--- src/mag_pos_pkg.sv ---
/*
  Shared constants for the magnetic position decoder: widths, steps and reset values.
  Assumes a single 200 MHz system clock and sensors whose outputs are asynchronous to it.
*/
package mag_pos_pkg;
  localparam int SENSORS = 2;
  localparam int PW_W = 16;
  localparam int POS_W = 16;
  localparam logic [PW_W-1:0] PW_CNT_MAX = 16'hFFFF;
  localparam logic [PW_W-1:0] PW_CNT_RST = 16'h0000;
  localparam logic [POS_W-1:0] POS_RST = 16'h0000;
  localparam logic [POS_W-1:0] STEP_LOW = 16'h0001;
  localparam logic [POS_W-1:0] STEP_HIGH = 16'h000A;
  localparam int IDX_A = 0;
  localparam int IDX_B = 1;
  localparam logic [SENSORS-1:0] SYNC_RST = 2'h3;
endpackage

--- src/sensor_sync_if.sv ---
/*
  Carries the synchronised sensor levels from the synchroniser to the decoder core.
  Assumes both ends run on the same system clock.
*/
`timescale 1ns/1ps
interface sensor_sync_if;
  logic [mag_pos_pkg::SENSORS-1:0] level;
  modport src (output level);
  modport dst (input level);
endinterface

--- src/sensor_sync.sv ---
/*
  Two-stage synchroniser for each asynchronous sensor output.
  Assumes idle sensors read high, so both stages reset high.
*/
`timescale 1ns/1ps
module sensor_sync (
  input wire logic sys_clk,
  input wire logic resetn,
  input wire logic [mag_pos_pkg::SENSORS-1:0] raw,
  sensor_sync_if.src sync
);
  logic [mag_pos_pkg::SENSORS-1:0] meta_ff;
  logic [mag_pos_pkg::SENSORS-1:0] stable_ff;

  genvar i;
  generate
    for (i = 0; i < mag_pos_pkg::SENSORS; i++) begin : g_sync
      always_ff @(posedge sys_clk or negedge resetn) begin
        if (!resetn) begin
          meta_ff[i] <= mag_pos_pkg::SYNC_RST[i];
          stable_ff[i] <= mag_pos_pkg::SYNC_RST[i];
        end else begin
          meta_ff[i] <= raw[i];
          stable_ff[i] <= meta_ff[i];
        end
      end
    end
  endgenerate

  assign sync.level = stable_ff;

  a_sync_two_stage: assert property (@(posedge sys_clk) disable iff (!resetn)
    ##2 (stable_ff == $past(raw, 2)))
    else $error("Synchroniser output is not the input two cycles earlier.");
endmodule

--- src/magnetic_position_decoder.sv ---
/*
  Decoder for one or two magnetic switch sensors: open/close sensing by level or edge,
  jog-dial direction, pulse-width speed class and a position counter.
  Assumes push-pull sensor outputs that idle high and are asynchronous to sys_clk.
*/
`timescale 1ns/1ps
// Behaviour
// Sensor idles high with no field
// Sensor output low above on-threshold, hysteretic
// Level mode: low is closed, high open
// Edge mode: falling closes, rising opens
// Shared edge event: polarity from current level
// Pulse width counted in clock cycles
// Width over threshold low speed, under high
// First sensor falls first: clockwise
// Second sensor falls first: anticlockwise
// Same logic at any magnet count
// Timer overflow before next edge: low speed
// Position steps 1 slow, 10 fast
// Two-stage synchroniser before all sensor logic
module magnetic_position_decoder (
  input wire logic sys_clk,
  input wire logic resetn,
  input wire logic sensor_a,
  input wire logic sensor_b,
  input wire logic edge_mode,
  input wire logic [mag_pos_pkg::PW_W-1:0] pw_threshold,
  output logic position_closed,
  output logic close_event,
  output logic open_event,
  output logic cw_event,
  output logic ccw_event,
  output logic speed_low,
  output logic [mag_pos_pkg::POS_W-1:0] position
);
  typedef enum logic [1:0] {LAST_NONE, LAST_A, LAST_B} last_fall_t;

  sensor_sync_if sync_bus ();

  sensor_sync u_sync (
    .sys_clk(sys_clk),
    .resetn(resetn),
    .raw({sensor_b, sensor_a}),
    .sync(sync_bus.src)
  );

  logic [mag_pos_pkg::SENSORS-1:0] prev_ff;
  logic closed_ff;
  logic close_evt_ff;
  logic open_evt_ff;
  logic cw_ff;
  logic ccw_ff;
  logic speed_low_ff;
  logic [mag_pos_pkg::PW_W-1:0] pw_cnt_ff;
  logic [mag_pos_pkg::POS_W-1:0] pos_ff;
  last_fall_t last_ff;
  last_fall_t nxt_last;
  logic nxt_closed;
  logic nxt_speed_low;
  logic [mag_pos_pkg::PW_W-1:0] nxt_pw_cnt;
  logic [mag_pos_pkg::POS_W-1:0] nxt_pos;

  // Edge detect on the stable stage; a level that changes and returns between two clock samples gives no edge.
  wire [mag_pos_pkg::SENSORS-1:0] lvl = sync_bus.level;
  wire [mag_pos_pkg::SENSORS-1:0] any_edge = lvl ^ prev_ff;
  wire [mag_pos_pkg::SENSORS-1:0] fall = any_edge & ~lvl;
  wire [mag_pos_pkg::SENSORS-1:0] rise = any_edge & lvl;
  wire s_a = lvl[mag_pos_pkg::IDX_A];
  wire edge_a = any_edge[mag_pos_pkg::IDX_A];
  // One shared event per edge; the present level tells which way it went.
  wire close_now = edge_mode && edge_a && !s_a;
  wire open_now = edge_mode && edge_a && s_a;
  // The timer has overflowed once the running width passes the threshold.
  wire pw_over = pw_cnt_ff > pw_threshold;
  wire pw_sat = pw_cnt_ff == mag_pos_pkg::PW_CNT_MAX;
  // Simultaneous falls carry no order and are ignored for direction.
  wire fall_a_only = fall[mag_pos_pkg::IDX_A] && !fall[mag_pos_pkg::IDX_B];
  wire fall_b_only = fall[mag_pos_pkg::IDX_B] && !fall[mag_pos_pkg::IDX_A];
  wire cw_now = fall_b_only && (last_ff == LAST_A);
  wire ccw_now = fall_a_only && (last_ff == LAST_B);
  // An edge of the first sensor ends a width, which then decides alone; elsewhere the
  // last class or a pending overflow decides.
  wire slow_now = pw_over || (speed_low_ff && !edge_a);
  wire [mag_pos_pkg::POS_W-1:0] step =
    slow_now ? mag_pos_pkg::STEP_LOW : mag_pos_pkg::STEP_HIGH;

  always_comb begin
    nxt_closed = closed_ff;
    if (!edge_mode) begin
      nxt_closed = !s_a;
    end else if (close_now) begin
      nxt_closed = 1'b1;
    end else if (open_now) begin
      nxt_closed = 1'b0;
    end
  end

  always_comb begin
    nxt_pw_cnt = pw_cnt_ff;
    nxt_speed_low = speed_low_ff;
    if (edge_a) begin
      nxt_pw_cnt = mag_pos_pkg::PW_CNT_RST;
      nxt_speed_low = pw_over;
    end else if (!pw_sat) begin
      nxt_pw_cnt = pw_cnt_ff + 16'h0001;
    end
  end

  always_comb begin
    nxt_last = last_ff;
    if (fall_a_only) begin
      nxt_last = LAST_A;
    end else if (fall_b_only) begin
      nxt_last = LAST_B;
    end
  end

  always_comb begin
    nxt_pos = pos_ff;
    if (cw_now) begin
      nxt_pos = pos_ff + step;
    end else if (ccw_now) begin
      nxt_pos = pos_ff - step;
    end
  end

  // Reset values assume the idle-high sensor, so no edge is seen at release. R1
  always_ff @(posedge sys_clk or negedge resetn) begin
    if (!resetn) begin
      prev_ff <= mag_pos_pkg::SYNC_RST;
      closed_ff <= 1'b0;
      close_evt_ff <= 1'b0;
      open_evt_ff <= 1'b0;
      cw_ff <= 1'b0;
      ccw_ff <= 1'b0;
      speed_low_ff <= 1'b1;
      pw_cnt_ff <= mag_pos_pkg::PW_CNT_RST;
      pos_ff <= mag_pos_pkg::POS_RST;
      last_ff <= LAST_NONE;
    end else begin
      prev_ff <= lvl;
      closed_ff <= nxt_closed;
      close_evt_ff <= close_now;
      open_evt_ff <= open_now;
      cw_ff <= cw_now;
      ccw_ff <= ccw_now;
      speed_low_ff <= nxt_speed_low;
      pw_cnt_ff <= nxt_pw_cnt;
      pos_ff <= nxt_pos;
      last_ff <= nxt_last;
    end
  end

  assign position_closed = closed_ff;
  assign close_event = close_evt_ff;
  assign open_event = open_evt_ff;
  assign cw_event = cw_ff;
  assign ccw_event = ccw_ff;
  assign speed_low = speed_low_ff;
  assign position = pos_ff;

  a_level_closed: assert property (@(posedge sys_clk) disable iff (!resetn)
    !edge_mode |=> (position_closed == !$past(s_a)))
    else $error("Level mode closed flag does not follow the inverted level.");

  a_close_on_fall: assert property (@(posedge sys_clk) disable iff (!resetn)
    (edge_mode && fall[mag_pos_pkg::IDX_A]) |=> (close_event && position_closed))
    else $error("Falling edge did not give a closing event.");

  a_open_on_rise: assert property (@(posedge sys_clk) disable iff (!resetn)
    (edge_mode && rise[mag_pos_pkg::IDX_A]) |=> (open_event && !position_closed))
    else $error("Rising edge did not give an opening event.");

  a_event_polarity: assert property (@(posedge sys_clk) disable iff (!resetn)
    close_event |-> (!$past(s_a) && !open_event))
    else $error("Closing event seen while the level was high.");

  a_open_polarity: assert property (@(posedge sys_clk) disable iff (!resetn)
    open_event |-> ($past(s_a) && !close_event))
    else $error("Opening event seen while the level was low.");

  a_width_restart: assert property (@(posedge sys_clk) disable iff (!resetn)
    (edge_a ##1 !edge_a [*3]) |=> (pw_cnt_ff == 16'h0003))
    else $error("Pulse width counter did not count clocks from the edge.");

  a_speed_low_cls: assert property (@(posedge sys_clk) disable iff (!resetn)
    (edge_a && pw_over) |=> speed_low)
    else $error("Overflowed width not classed as low speed.");

  a_speed_high_cls: assert property (@(posedge sys_clk) disable iff (!resetn)
    (edge_a && (pw_cnt_ff < pw_threshold)) |=> !speed_low)
    else $error("Short width not classed as high speed.");

  a_cw_order: assert property (@(posedge sys_clk) disable iff (!resetn)
    (fall_b_only && last_ff == LAST_A) |=> (cw_event && !ccw_event))
    else $error("Clockwise order not reported.");

  a_ccw_order: assert property (@(posedge sys_clk) disable iff (!resetn)
    (fall_a_only && last_ff == LAST_B) |=> (ccw_event && !cw_event))
    else $error("Anticlockwise order not reported.");

  a_no_dir_sim: assert property (@(posedge sys_clk) disable iff (!resetn)
    (fall[mag_pos_pkg::IDX_A] && fall[mag_pos_pkg::IDX_B]) |=> (!cw_event && !ccw_event))
    else $error("Simultaneous falls gave a direction event.");

  a_pos_step: assert property (@(posedge sys_clk) disable iff (!resetn)
    cw_event |-> (position == $past(pos_ff) + $past(step)))
    else $error("Position did not step by the speed class amount.");

  a_pos_step_ccw: assert property (@(posedge sys_clk) disable iff (!resetn)
    ccw_event |-> (position == $past(pos_ff) - $past(step)))
    else $error("Position did not step down by the speed class amount.");

  a_pos_hold: assert property (@(posedge sys_clk) disable iff (!resetn)
    (!cw_event && !ccw_event) |-> $stable(position))
    else $error("Position changed without a direction event.");

  c_close_open: cover property (@(posedge sys_clk) disable iff (!resetn)
    close_event ##[1:50] open_event);
  c_cw_fast: cover property (@(posedge sys_clk) disable iff (!resetn)
    cw_event && !speed_low);
  c_ccw_slow: cover property (@(posedge sys_clk) disable iff (!resetn)
    ccw_event && speed_low);
  c_level_closed: cover property (@(posedge sys_clk) disable iff (!resetn)
    !edge_mode && position_closed);
endmodule

--- config.mk ---
export PLATFORM = sky130hd
export DESIGN_NAME = magnetic_position_decoder
export DESIGN_NICKNAME = d
export VERILOG_FILES = /design/src/mag_pos_pkg.sv /design/src/sensor_sync_if.sv /design/src/sensor_sync.sv /design/src/magnetic_position_decoder.sv
export SDC_FILE = /design/constraint.sdc
export NUM_CORES = 1
export LEC_CHECK = 0
export BUFFER_PORTS_ARGS = -buffer_cell sky130_fd_sc_hd__buf_4
export CAP_MARGIN = 20
export CORE_MARGIN = 2
export CORE_UTILIZATION = 35
export CTS_CLUSTER_DIAMETER = 150
export DETAILED_ROUTE_END_ITERATION = 16
export PLACE_DENSITY_LB_ADDON = 0.2
export SLEW_MARGIN = 10
export SYNTH_ARGS = -nofsm -noshare
export SYNTH_HDL_FRONTEND = slang
export SYNTH_HIERARCHICAL = 1
export SYNTH_SLANG_ARGS = --single-unit
--- constraint.sdc ---
create_clock -name sys_clk -period 7 [get_ports sys_clk]
set_clock_uncertainty 0.1 [all_clocks]
set_input_delay 1.75 -clock sys_clk [delete_from_list [all_inputs] [get_ports sys_clk]]
set_output_delay 1.75 -clock sys_clk [all_outputs]
set_load 0.05 [all_outputs]
==> reports/results.tsv <==
metric	value	unit
run status	finished clean	
htree depth	2	
post-cts gate resize count	0	
# hold bufs at CTS	0	
Max Clk Rate	210	MHz
Hold/Removal Path Class	reg -> reg	
CTS tree	done	
maximum VDD drop	0.000103	V
DRC Markers	0	
switching power share of the total	0.464	
Yosys cell types	50	
core area	0.00859	mm2
CP Cell Sequence	buf_4, inv_1, ha_1, nor2b_1, o211ai_1, a21oi_1, o21ai_0, a31oi_1, a21o_1, ha_1, fa_1, a21oi_1, o21ai_0, o21ai_0, o2bb2ai_1, nor3_1, a311oi_1	
Setup Viol. Count Final	0	
Root Driver	clkbuf_8	
power per cell area	331	mW/mm2
final hold violation count	0	
Diodes inserted	0	
# IOs	43	
Slowest-stage cell, CP	fa_1	
antenna violations before repair	0	
Detailed Place HPWL	4.86	mm
post-synth top area cell	dfrtp_1	
YS warnings	6	
CP required	7100	ps
area added between synthesis and finish	16.9	%
syn_area_per_cell	9.45	um2
clock power share	0.147	
grt total ovfl	0	
first-pass iteration count of the detailed router	4	
detailed-route vias per instance	5.02	
DP Area	0.00347	mm2
post-route setup slack	2240	ps
Leak	1.76	nW
fin. max-slew vios	0	
R2R depth	15	
post-synthesis cell count	323	
CTS sink cnt	46	
post-synthesis async set-or-reset flop share	1.00	
Seq/Total Area, Yosys	0.380	
RSZ-0062 raised after global routing	false	
post-synthesis cell area	0.00305	mm2
# nets final	423	
CP peak stage delay	410	ps
syn_nets	381	
Clock Tree Buf Depth	2	
Tot GR Track Use	0.146	
Synth top area share	0.320	
worst-margin pin slew	979	ps
CP Capture Type	flop	
P_sw	0.548	mW
Primary FF master, synth	dfrtp_1	
post-route ant nets	0	
hold depth	0	
gpl congestion	0.819	
Max transition margin	0.345	
Flop pwr share	0.308	
via count	2381	
post-route cell area	0.00357	mm2
Die Width	97.4	um
largest net degree at the start of global routing	47	
Worst-Skew Late Latency	300	ps
register bit total from synthesis	46	
cell-internal power	0.633	mW
total power	1.18	mW
Routed WL per cell	13.7	um
Max Cap Violations	0	
most frequent CP cell	o21ai_0	
clock-pin slew on the worst setup and hold paths	90	ps
Row Count	34	
worst-path fanout max	3	
Post-synth EDFFs	0	
combinational power share	0.545	
Die ar.	0.00948	mm2
period utilisation layout	0.680	
critical path data arrival time	4860	ps
most frequent cell after synthesis	dfrtp_1	
postcts setup bufs	0	
setup TNS	0	ps
PortBufs	42	
starting density of the core	0.355	
Commonest cells post-synth	dfrtp_1, ha_1, a21oi_1, nand2_1, inv_1	
first-pass GRT wire length	11.6	mm
Post-Route WL	6.49	mm
starting DRC count in detailed routing	89	
number of global-route vias before repair	2500	
fin crit period	4760	ps
layout cells sized above 1	0.180	
CTS Buf Count	5	
Worst setup SP type	input pin	
WS Path Type	in -> reg	
post-layout util	0.415	
largest cells by area after synthesis	dfrtp_1, ha_1, dfstp_2	
Place WS	1970	ps
Die Height	97.4	um
-- power by group through the flow --
stage / combinational [mW] / sequential, mW / clock, mW
CTS: 0.645 / 0.366 / 0.182
global placement: 0.640 / 0.369 / 0
finish: 0.643 / 0.364 / 0.173
detailed placement: 0.643 / 0.371 / 0
floorplan: 0.330 / 0.517 / 0
global route: 0.702 / 0.374 / 0.194
-- per-stage QoR --
stage | hold WS (ps) | cells
floorplan | 245 | 323
global placement | 247 | 466
detailed placement | 249 | 466
CTS | 262 | 474
global route | 267 | 474
finish | 261 | 474
-- placed cells by master, fill, tap and decap left out, drive strengths merged, types with 4 or more instances in the layout --
cell,count
clkbuf,6
and2,12
a21oi,28
nor3,4
dfrtp,39
nand3,12
buf,42
xor2,9
o21ai,17
ha,36
inv,26
nor2,17
xnor2,14
nand4,10
dfstp,7
and3,7
o21bai,5
o21a,4
nand2,28
-- worst paths after layout --
check / to / startpoint / slack, ps
worst max register to register: position[12] / u_sync/sync.level[0] / 3110
worst min-delay path: u_sync/sync.level[0] / u_sync/meta_ff[0] / 260
worst max-delay path: position[12] / pw_threshold[1] / 2240
worst min register to register: u_sync/sync.level[0] / u_sync/meta_ff[0] / 260
max in group asynchronous: open_event / resetn / 5020
min in group asynchronous: position[2] / resetn / 1340
-- cells by family after synthesis --
| group | Yosys count | synth area share |
|---|---|---|
| and+or+nand+nor | 105 | 0.190 |
| AOI/OAI and AO/OA | 74 | 0.151 |
| DFF | 46 | 0.380 |
| adders and majority gates | 37 | 0.154 |
| buffers and inverters | 33 | 0.0418 |
| xor gates and xnor gates | 23 | 0.0660 |
| muxes | 5 | 0.0172 |
-- sequential cells by signal, summed over array words and instances (netlist names), 2 cells and up --
register	flops
position	16
pw_cnt_ff	16
last_ff	2
prev_ff	2
u_sync/meta_ff	2
u_sync/sync.level	2
-- critical path: cells and delay by family --
family / cells / cell delay (ps)
AOI/OAI and AO/OA: 10 / 1880
adders and majority gates: 3 / 910
and+or+nand+nor: 2 / 220
buffers and inverters: 2 / 100
-- final cells by class --
type	count	area, um2
clock buffer	6	82.6
fill	879	5030
timing repair buffer	42	315
tap	108	135
multi-input combinational	244	1760
sequential	46	1160
inverter	26	97.6
clock inverter	2	12.5
-- per-layer routing --
metal | vias to the layer above | share of wire | GRT usage
met3 | 4 | 0.032 | 0.0273
met4 | 0 | 0.0057 | 0.0353
met1 | 1119 | 0.46 | 0.184
li1 | 1227 | - | -
met2 | 31 | 0.50 | 0.259
met5 | - | 0 | 0
Power figures use the tool's default switching activity.
